$ cat src/common/fallback_pkg.sv
// Constants for the communication-loss output fallback block.
// Assumes one 100 MHz system clock and a word-wide register port.
package fallback_pkg;

    // Clock and timing
    localparam int unsigned CLK_PERIOD_NS = 10;
    localparam int unsigned MS_NS         = 1000000;
    localparam int unsigned MS_CYCLES     = (MS_NS + CLK_PERIOD_NS - 1) / CLK_PERIOD_NS;
    localparam int unsigned TICK_W        = 17;

    // Widths
    localparam int unsigned DATA_W = 16;
    localparam int unsigned ADDR_W = 16;
    localparam int unsigned RELAYS = 2;
    localparam int unsigned SUM_W  = 18;

    // Register offsets (register numbers)
    localparam logic [15:0] REG_RELAY_OUTPUTS      = 16'h0065;
    localparam logic [15:0] REG_COM_TIMEOUT        = 16'h006E;
    localparam logic [15:0] REG_RELAY_FAULT_ACTION = 16'h006F;
    localparam logic [15:0] REG_RELAY_FAULT_STATE  = 16'h0070;
    localparam logic [15:0] REG_RELAY_IDLE_ACTION  = 16'h0071;
    localparam logic [15:0] REG_RELAY_IDLE_STATE   = 16'h0072;
    localparam logic [15:0] REG_MOTOR_IDLE_HOLD    = 16'h00FB;
    localparam logic [15:0] REG_MOTOR_IDLE_VALUE   = 16'h00FC;
    localparam logic [15:0] REG_MOTOR_LOSS_HOLD    = 16'h00FD;
    localparam logic [15:0] REG_MOTOR_LOSS_VALUE   = 16'h00FE;
    localparam logic [15:0] REG_MOTOR_RUN_STATE    = 16'h012C;
    localparam logic [15:0] REG_PHASE_A_CURRENT    = 16'h012D;
    localparam logic [15:0] REG_PHASE_B_CURRENT    = 16'h012E;
    localparam logic [15:0] REG_PHASE_C_CURRENT    = 16'h012F;
    localparam logic [15:0] REG_AVERAGE_CURRENT    = 16'h0130;
    localparam logic [15:0] REG_THERMAL_LEVEL      = 16'h0131;

    // Values
    localparam logic [15:0] WORD_ZERO   = 16'h0000;
    localparam logic [15:0] MS_MAX      = 16'hFFFF;
    localparam logic [15:0] MS_ONE      = 16'h0001;
    localparam logic [15:0] ACT_IGNORE  = 16'h0000;
    localparam logic [15:0] ACT_STOP    = 16'h0001;
    localparam logic [1:0]  RELAY_ZERO  = 2'h0;
    localparam logic [17:0] DIVISOR     = 18'h00003;

endpackage

$ cat src/common/phase_avg_if.sv
// Carrier between the top block and the phase-current averager.
// Assumes both ends run on the same system clock.
`timescale 1ns/1ps
`default_nettype none
interface phase_avg_if;
    logic [15:0] phase_a;
    logic [15:0] phase_b;
    logic [15:0] phase_c;
    logic [15:0] average;

    modport source (output phase_a, output phase_b, output phase_c, input average);
    modport calc   (input phase_a, input phase_b, input phase_c, output average);
endinterface
`default_nettype wire

$ cat src/logic/comm_loss_output_fallback.sv
// Fallback logic for two relay outputs and a motor controller on
// network idle or communication loss, with measurement readback.
// Assumes the register port and all inputs share sys_clk.
//
// Functional notes
// - Fault mask bit zero applies fault state
// - Fault state bit: zero off, one on
// - Idle mask bits chose per-relay idle behaviour
// - Idle mask zero drives idle state, one keeps
// - Idle state bit: zero off, one on
// - Idle hold flag true keeps motor unchanged
// - Idle action value one commands stop
// - Loss hold flag true keeps motor unchanged
// - Loss action value one commands stop
// - Thermal register reports percent, 100 trips
// - Average register is mean of phases
// - Timeout in ms declares fault; zero disables
`timescale 1ns/1ps
`default_nettype none
module comm_loss_output_fallback #(
    parameter int unsigned TICK_CYCLES = fallback_pkg::MS_CYCLES
) (
    input  wire logic        sys_clk,
    input  wire logic        rst,
    input  wire logic [15:0] bus_addr,
    input  wire logic        bus_wr,
    input  wire logic        bus_rd,
    input  wire logic [15:0] bus_wdata,
    input  wire logic        comm_idle,
    input  wire logic [15:0] motor_state_in,
    input  wire logic [15:0] phase_a_in,
    input  wire logic [15:0] phase_b_in,
    input  wire logic [15:0] phase_c_in,
    input  wire logic [15:0] thermal_in,
    output var  logic [15:0] bus_rdata,
    output var  logic        bus_rvalid,
    output var  logic [1:0]  relay_out,
    output var  logic        motor_stop,
    output var  logic        comm_fault
);
    localparam logic [16:0] TICK_LAST = 17'(TICK_CYCLES - 1);

    // Configuration registers
    logic [15:0] relay_fault_action_mask;
    logic [15:0] relay_fault_state;
    logic [15:0] relay_idle_action_mask;
    logic [15:0] relay_idle_state;
    logic [15:0] motor_idle_hold_flag;
    logic [15:0] motor_idle_action_value;
    logic [15:0] motor_loss_hold_flag;
    logic [15:0] motor_loss_action_value;
    logic [15:0] com_timeout;
    logic [15:0] next_relay_fault_action_mask;
    logic [15:0] next_relay_fault_state;
    logic [15:0] next_relay_idle_action_mask;
    logic [15:0] next_relay_idle_state;
    logic [15:0] next_motor_idle_hold_flag;
    logic [15:0] next_motor_idle_action_value;
    logic [15:0] next_motor_loss_hold_flag;
    logic [15:0] next_motor_loss_action_value;
    logic [15:0] next_com_timeout;

    // Measurement captures
    logic [15:0] motor_run_state;
    logic [15:0] thermal_level;
    logic [15:0] next_motor_run_state;
    logic [15:0] next_thermal_level;
    logic [15:0] next_phase_a;
    logic [15:0] next_phase_b;
    logic [15:0] next_phase_c;

    // Timeout state
    logic [16:0] tick_cnt;
    logic [16:0] next_tick_cnt;
    logic [15:0] ms_cnt;
    logic [15:0] next_ms_cnt;
    logic        next_comm_fault;
    logic        ms_tick;
    logic        activity;

    // Events and outputs
    logic        idle_q;
    logic        idle_evt;
    logic        fault_evt;
    logic        wr_outputs;
    logic [1:0]  next_relay_out;
    logic [1:0]  next_relay_pick;
    logic        next_motor_stop;
    logic [15:0] next_bus_rdata;
    logic        next_bus_rvalid;

    phase_avg_if avg_bus ();

    phase_average u_phase_average (
        .sys_clk (sys_clk),
        .rst     (rst),
        .avg_bus (avg_bus)
    );

    // Any register access counts as network traffic
    assign activity   = bus_wr | bus_rd;
    assign wr_outputs = bus_wr && (bus_addr == fallback_pkg::REG_RELAY_OUTPUTS);
    assign ms_tick    = (tick_cnt == TICK_LAST);
    assign idle_evt   = comm_idle & ~idle_q;
    assign fault_evt  = next_comm_fault & ~comm_fault;

    // Register writes; read-only offsets silently ignore writes
    always_comb begin
        next_relay_fault_action_mask = relay_fault_action_mask;
        next_relay_fault_state       = relay_fault_state;
        next_relay_idle_action_mask  = relay_idle_action_mask;
        next_relay_idle_state        = relay_idle_state;
        next_motor_idle_hold_flag    = motor_idle_hold_flag;
        next_motor_idle_action_value = motor_idle_action_value;
        next_motor_loss_hold_flag    = motor_loss_hold_flag;
        next_motor_loss_action_value = motor_loss_action_value;
        next_com_timeout             = com_timeout;
        if (bus_wr) begin
            unique case (bus_addr)
                fallback_pkg::REG_RELAY_FAULT_ACTION: next_relay_fault_action_mask = bus_wdata;
                fallback_pkg::REG_RELAY_FAULT_STATE:  next_relay_fault_state       = bus_wdata;
                fallback_pkg::REG_RELAY_IDLE_ACTION:  next_relay_idle_action_mask  = bus_wdata;
                fallback_pkg::REG_RELAY_IDLE_STATE:   next_relay_idle_state        = bus_wdata;
                fallback_pkg::REG_MOTOR_IDLE_HOLD:    next_motor_idle_hold_flag    = bus_wdata;
                fallback_pkg::REG_MOTOR_IDLE_VALUE:   next_motor_idle_action_value = bus_wdata;
                fallback_pkg::REG_MOTOR_LOSS_HOLD:    next_motor_loss_hold_flag    = bus_wdata;
                fallback_pkg::REG_MOTOR_LOSS_VALUE:   next_motor_loss_action_value = bus_wdata;
                fallback_pkg::REG_COM_TIMEOUT:        next_com_timeout             = bus_wdata;
                default: begin
                end
            endcase
        end
    end

    always_ff @(posedge sys_clk or posedge rst) begin
        if (rst) begin
            relay_fault_action_mask <= fallback_pkg::WORD_ZERO;
            relay_fault_state       <= fallback_pkg::WORD_ZERO;
            relay_idle_action_mask  <= fallback_pkg::WORD_ZERO;
            relay_idle_state        <= fallback_pkg::WORD_ZERO;
            motor_idle_hold_flag    <= fallback_pkg::WORD_ZERO;
            motor_idle_action_value <= fallback_pkg::WORD_ZERO;
            motor_loss_hold_flag    <= fallback_pkg::WORD_ZERO;
            motor_loss_action_value <= fallback_pkg::WORD_ZERO;
            com_timeout             <= fallback_pkg::WORD_ZERO;
        end else begin
            relay_fault_action_mask <= next_relay_fault_action_mask;
            relay_fault_state       <= next_relay_fault_state;
            relay_idle_action_mask  <= next_relay_idle_action_mask;
            relay_idle_state        <= next_relay_idle_state;
            motor_idle_hold_flag    <= next_motor_idle_hold_flag;
            motor_idle_action_value <= next_motor_idle_action_value;
            motor_loss_hold_flag    <= next_motor_loss_hold_flag;
            motor_loss_action_value <= next_motor_loss_action_value;
            com_timeout             <= next_com_timeout;
        end
    end

    // Millisecond divider and idle-time counter, saturating at full scale
    always_comb begin
        next_tick_cnt = ms_tick ? 17'h00000 : tick_cnt + 17'h00001;
        next_ms_cnt   = ms_cnt;
        if (activity) begin
            next_ms_cnt = fallback_pkg::WORD_ZERO;
        end else if (ms_tick && (ms_cnt != fallback_pkg::MS_MAX)) begin
            next_ms_cnt = ms_cnt + fallback_pkg::MS_ONE;
        end
        // Zero timeout disables detection; traffic clears the fault
        next_comm_fault = !activity && (com_timeout != fallback_pkg::WORD_ZERO)
                          && (ms_cnt >= com_timeout);
    end

    always_ff @(posedge sys_clk or posedge rst) begin
        if (rst) begin
            tick_cnt   <= 17'h00000;
            ms_cnt     <= fallback_pkg::WORD_ZERO;
            comm_fault <= 1'b0;
            idle_q     <= 1'b0;
        end else begin
            tick_cnt   <= next_tick_cnt;
            ms_cnt     <= next_ms_cnt;
            comm_fault <= next_comm_fault;
            idle_q     <= comm_idle;
        end
    end

    // Per-relay fallback; fault outranks idle, both outrank a client write
    for (genvar i = 0; i < fallback_pkg::RELAYS; i++) begin : g_relay
        always_comb begin
            if (fault_evt && !relay_fault_action_mask[i]) begin
                next_relay_pick[i] = relay_fault_state[i];
            end else if (idle_evt && !relay_idle_action_mask[i]) begin
                next_relay_pick[i] = relay_idle_state[i];
            end else if (wr_outputs) begin
                next_relay_pick[i] = bus_wdata[i];
            end else begin
                next_relay_pick[i] = relay_out[i];
            end
        end
    end

    // Motor stop pulse; only value one means stop, anything else ignores
    always_comb begin
        next_relay_out  = next_relay_pick;
        next_motor_stop = (idle_evt && (motor_idle_hold_flag == fallback_pkg::WORD_ZERO)
                           && (motor_idle_action_value == fallback_pkg::ACT_STOP))
                       || (fault_evt && (motor_loss_hold_flag == fallback_pkg::WORD_ZERO)
                           && (motor_loss_action_value == fallback_pkg::ACT_STOP));
    end

    always_ff @(posedge sys_clk or posedge rst) begin
        if (rst) begin
            relay_out  <= fallback_pkg::RELAY_ZERO;
            motor_stop <= 1'b0;
        end else begin
            relay_out  <= next_relay_out;
            motor_stop <= next_motor_stop;
        end
    end

    // Measurement capture every cycle; the averager trails by one cycle
    always_comb begin
        next_motor_run_state = motor_state_in;
        next_thermal_level   = thermal_in;
        next_phase_a         = phase_a_in;
        next_phase_b         = phase_b_in;
        next_phase_c         = phase_c_in;
    end

    always_ff @(posedge sys_clk or posedge rst) begin
        if (rst) begin
            motor_run_state <= fallback_pkg::WORD_ZERO;
            thermal_level   <= fallback_pkg::WORD_ZERO;
            avg_bus.phase_a <= fallback_pkg::WORD_ZERO;
            avg_bus.phase_b <= fallback_pkg::WORD_ZERO;
            avg_bus.phase_c <= fallback_pkg::WORD_ZERO;
        end else begin
            motor_run_state <= next_motor_run_state;
            thermal_level   <= next_thermal_level;
            avg_bus.phase_a <= next_phase_a;
            avg_bus.phase_b <= next_phase_b;
            avg_bus.phase_c <= next_phase_c;
        end
    end

    // Read mux; unmapped offsets read as zero
    always_comb begin
        next_bus_rvalid = bus_rd;
        next_bus_rdata  = fallback_pkg::WORD_ZERO;
        if (bus_rd) begin
            unique case (bus_addr)
                fallback_pkg::REG_RELAY_OUTPUTS:      next_bus_rdata = {14'h0000, relay_out};
                fallback_pkg::REG_COM_TIMEOUT:        next_bus_rdata = com_timeout;
                fallback_pkg::REG_RELAY_FAULT_ACTION: next_bus_rdata = relay_fault_action_mask;
                fallback_pkg::REG_RELAY_FAULT_STATE:  next_bus_rdata = relay_fault_state;
                fallback_pkg::REG_RELAY_IDLE_ACTION:  next_bus_rdata = relay_idle_action_mask;
                fallback_pkg::REG_RELAY_IDLE_STATE:   next_bus_rdata = relay_idle_state;
                fallback_pkg::REG_MOTOR_IDLE_HOLD:    next_bus_rdata = motor_idle_hold_flag;
                fallback_pkg::REG_MOTOR_IDLE_VALUE:   next_bus_rdata = motor_idle_action_value;
                fallback_pkg::REG_MOTOR_LOSS_HOLD:    next_bus_rdata = motor_loss_hold_flag;
                fallback_pkg::REG_MOTOR_LOSS_VALUE:   next_bus_rdata = motor_loss_action_value;
                fallback_pkg::REG_MOTOR_RUN_STATE:    next_bus_rdata = motor_run_state;
                fallback_pkg::REG_PHASE_A_CURRENT:    next_bus_rdata = avg_bus.phase_a;
                fallback_pkg::REG_PHASE_B_CURRENT:    next_bus_rdata = avg_bus.phase_b;
                fallback_pkg::REG_PHASE_C_CURRENT:    next_bus_rdata = avg_bus.phase_c;
                fallback_pkg::REG_AVERAGE_CURRENT:    next_bus_rdata = avg_bus.average;
                fallback_pkg::REG_THERMAL_LEVEL:      next_bus_rdata = thermal_level;
                default:                              next_bus_rdata = fallback_pkg::WORD_ZERO;
            endcase
        end
    end

    always_ff @(posedge sys_clk or posedge rst) begin
        if (rst) begin
            bus_rdata  <= fallback_pkg::WORD_ZERO;
            bus_rvalid <= 1'b0;
        end else begin
            bus_rdata  <= next_bus_rdata;
            bus_rvalid <= next_bus_rvalid;
        end
    end
endmodule // comm_loss_output_fallback
`default_nettype wire

$ cat src/logic/phase_average.sv
// Registered mean of the three scaled phase currents.
// Assumes the phase words are already registered by the caller.
`timescale 1ns/1ps
`default_nettype none
module phase_average (
    input  wire logic  sys_clk,
    input  wire logic  rst,
    phase_avg_if.calc  avg_bus
);
    logic [17:0] sum;
    logic [17:0] quotient;
    logic [15:0] average;
    logic [15:0] next_average;
    logic [17:0] avg_times3;

    // Widened sum so three full-scale words cannot overflow
    always_comb begin
        sum = {2'b00, avg_bus.phase_a} + {2'b00, avg_bus.phase_b} + {2'b00, avg_bus.phase_c};
        quotient = sum / fallback_pkg::DIVISOR;
        next_average = quotient[15:0];
    end

    // Result register, one cycle behind the phase words
    always_ff @(posedge sys_clk or posedge rst) begin
        if (rst) begin
            average <= fallback_pkg::WORD_ZERO;
        end else begin
            average <= next_average;
        end
    end

    assign avg_bus.average = average;

    // Check helper: average scaled back up towards the sum
    assign avg_times3 = {2'b00, average} * fallback_pkg::DIVISOR;
endmodule // phase_average
`default_nettype wire

$ cat config.mk
export PLATFORM = sky130hd
export DESIGN_NAME = comm_loss_output_fallback
export DESIGN_NICKNAME = d
export VERILOG_FILES = /design/src/common/fallback_pkg.sv /design/src/common/phase_avg_if.sv /design/src/logic/comm_loss_output_fallback.sv /design/src/logic/phase_average.sv
export SDC_FILE = /design/constraint.sdc
export NUM_CORES = 1
export LEC_CHECK = 0
export BUFFER_PORTS_ARGS = -buffer_cell sky130_fd_sc_hd__buf_2
export CORE_MARGIN = 3
export CORE_UTILIZATION = 65
export DETAILED_ROUTE_END_ITERATION = 6
export GPL_TIMING_DRIVEN = 1
export PLACE_DENSITY = 0.84
export SYNTH_ARGS = -nofsm -noshare
export SYNTH_HDL_FRONTEND = slang
export SYNTH_SLANG_ARGS = --single-unit
$ cat constraint.sdc
create_clock -name sys_clk -period 24.2 [get_ports sys_clk]
set_clock_uncertainty 0.05 [all_clocks]
set_input_delay 4.84 -clock sys_clk [delete_from_list [all_inputs] [get_ports sys_clk]]
set_output_delay 4.84 -clock sys_clk [all_outputs]
set_load 0.01 [all_outputs]
==> flow_summary.yaml <==
synthesis:
  synth_nets: 1528
  syn_area_per_cell_um2: 11.07
  synth_seq_cells: 295
  synth.area.top_cells: "dfrtp_1 (49%), mux2_2 (11%), ha_1 (4.3%)"
  ys_seq_area_frac: 0.4913
  synth_cell_types: 81
  netlist_instances: 1357
  synth_edf_count: 0
  netlist.area_leader.share: 0.4913
  synth_flop_cell: "dfrtp_1"
  ys_warn_count: 0
  synth_area_um2: 15030
  yosysTopAreaCell: "dfrtp_1"
  async_flop_share: 1.000
finish:
  area_growth_pct: 13.32
  final_common_cell: "dfrtp_1"
  drive_above_1_share: 0.2540
  register_area_um2: 7382
  finalNetCount: 1665
  largest_reg_flops: 17
  antenna_cells: 0
  regMostFlops: "tick_cnt"
  fillers: 1498
  multi_input_area_um2: 7298
  final_cell_mix: "dfrtp_1 (295), mux2_2 (146), buf_2 (137)"
pwr:
  clockPowerShare: 0.301
  p_leak_nw: 8.013
  seqPwrFrac: 0.335
  p_int_w: 0.001018
  vdd_drop_max_v: 0.00009629
  combPwrFrac: 0.364
  p_sw_frac: 0.3611
  powerDensity_nw_per_um2: 93.53
  power_w: 0.001593
  p_switching_w: 0.0005752
grt:
  antenna_found_initial: 0
  overflow: 0
  grt_max_degree: 140
  grt_pass1_vias: 12148
  grt_pass1_wl_um: 65180
  track_usage: 0.3331
clock_network:
  cts-root-buf: "clkbuf_16"
  clkLatencyLatePin_ps: 560
  post-cts-setup-buffer-count: 0
  cts.clk_slew.worst_paths_ps: 60
  htreeDepth: 1
  cts_tree: "built"
  numCtsBuffers: 31
  postCtsResizedCells: 0
  holdBufCountCts: 0
  cts_sinks: 295
  clockBufferDepth: 3
floorplan:
  die_h_um: 158.0
  die-area_um2: 24980
  core_area_um2: 22710
  io_pins: 138
  row_count: 55
  start_util: 0.6617
  fp.dieW_um: 158.0
drt:
  avgRoutedWirePerCell_um: 23.29
  viasPerCell: 6.811
  drt-initial-drc-count: 1255
  drt_first_pass_iters: 6
  ant_nets: 0
  vias: 12266
  wl_um: 41950
  drc: 0
setup_path:
  critPathLaunchType: "flip-flop"
  reg2reg_slack_ps: 14520
  path_buf_inv: 1
  worstReg2RegEnd: "u_phase_average.avg_bus.average[0]"
  end_kind: "flip-flop"
  critPathMaxStageDelay_ps: 730
  cpMaxStageDelayCell: "a211oi_2"
  cp.arrival_ps: 10060
  rr_startpoint: "avg_bus.phase_a[1]"
  reg2regPathDepth: 36
  required_ps: 24580
  crit_family: "compound AO/OA/AOI/OAI gates"
  worst_path_most_repeated_cell: "a21oi_1"
  crit_fanout: 16
  path_class: "reg -> reg"
sta:
  fmax_mhz: 103.3
  relSlewSlack: 0.1448
  hold_viol_final: 0
  tightest_slew_ps: 1278
  setup_viol: 0
  final.min_clock_period_ps: 9677
  finalMaxSlewViolations: 0
  final.setup.tns_ps: 0
  fin_crit_sh: 0.3999
  rsz0062_at_grt: "false"
worst_hold_path:
  min_path_cells: 1
  worstHoldStart: "tick_cnt[0]"
  worstHoldPathType: "reg -> reg"
  min_to: "tick_cnt[0]"
flow_run:
  drv_cap: 0
placement:
  gp_congestion: 0.9866
  hpwl_um: 29490
  port-buffer-count: 137
status:
  status: "complete, no violations"
[power by group through the flow]
stage / Sequential, W / Combinational, W / Clock, W
floorplan: 0.000533 / 0.000474 / 0
global placement: 0.000541 / 0.000541 / 0
detailed placement: 0.000541 / 0.000564 / 0
CTS: 0.000533 / 0.000566 / 0.000483
global route: 0.000534 / 0.000634 / 0.000503
finish: 0.000534 / 0.000580 / 0.000479
[final cells by class]
type | instances | share of cell area
multi-input cells | 970 | 0.4286
repair buffers | 151 | 0.04644
clock inverters | 10 | 0.006833
well taps | 285 | 0.02094
inverters | 45 | 0.01036
clock buffers | 45 | 0.05334
flip-flops and latches | 295 | 0.4335
[worst reg2reg max path, delay by kind of cell, from the launching register on]
family	cells	cell delay (ps)
buffers and inverters	1	70
XOR/XNOR	2	340
flip-flops	1	400
AO/OA/AOI/OAI	25	5980
AND/OR/NAND/NOR	3	1280
adder cells (fa/ha/maj)	3	920
multiplexers	2	490
[cells in the mapped netlist (all sizes together), types with 4 or more instances]
library cell,count
buf,11
clkbuf,36
xnor2,38
o21ai,39
xor2,23
o211a,4
a211oi,12
and4,4
ha,52
a21boi,4
nand2,106
a221oi,47
o211ai,10
mux2i,8
nand3,52
nand4,17
a31oi,21
a22oi,7
nor2,88
a21o,24
mux2,147
and3,10
o21a,11
nor3,30
a21oi,44
o41ai,4
nor4b,6
nor4,31
o21bai,7
or3,6
and2,5
a22o,29
inv,45
a31o,4
nor2b,8
or2,8
a222oi,16
nand2b,8
dfrtp,295
[routing by layer]
layer  GRT usage  wire length, um
met5           0                0
met3     0.06588             3914
met4      0.1155             1703
met1      0.4449            16270
met2      0.5496            20070
[through the flow]
stage	cell area [um^2]	instances	hold WS (ps)	worst slack, ps	util
after floorplan	15030	1357	404.9	11160	-
after global placement	16000	1746	419.0	15220	0.7047
after detailed placement	16000	1746	432.2	14810	0.7047
after CTS	17030	1801	440.4	14780	0.7499
after global routing	17030	1801	462.7	13960	0.7499
final	17030	1801	442.1	14520	0.7499
[cell families after synthesis]
kind of cell / after synthesis / synth area share
compound gates: 312 / 0.1586
xor+xnor: 61 / 0.03605
fa+ha+maj: 55 / 0.04663
buf+inv: 92 / 0.02548
flops: 295 / 0.4913
mux: 155 / 0.1157
simple gates: 387 / 0.1262
[how the worst max path moves through the flow]
stage	from	slack, ps	depth (start not counted)	to
2_1_floorplan	rst	11160	1	avg_bus.phase_a[0]
6_report	avg_bus.phase_a[1]	14520	36	u_phase_average.avg_bus.average[0]
3_5_place_dp	avg_bus.phase_a[1]	14810	36	u_phase_average.avg_bus.average[0]
3_3_place_gp	avg_bus.phase_a[1]	15220	36	u_phase_average.avg_bus.average[0]
5_1_grt	avg_bus.phase_a[1]	13960	36	u_phase_average.avg_bus.average[0]
4_1_cts	avg_bus.phase_a[1]	14780	36	u_phase_average.avg_bus.average[0]
Power figures use the tool's default switching activity.
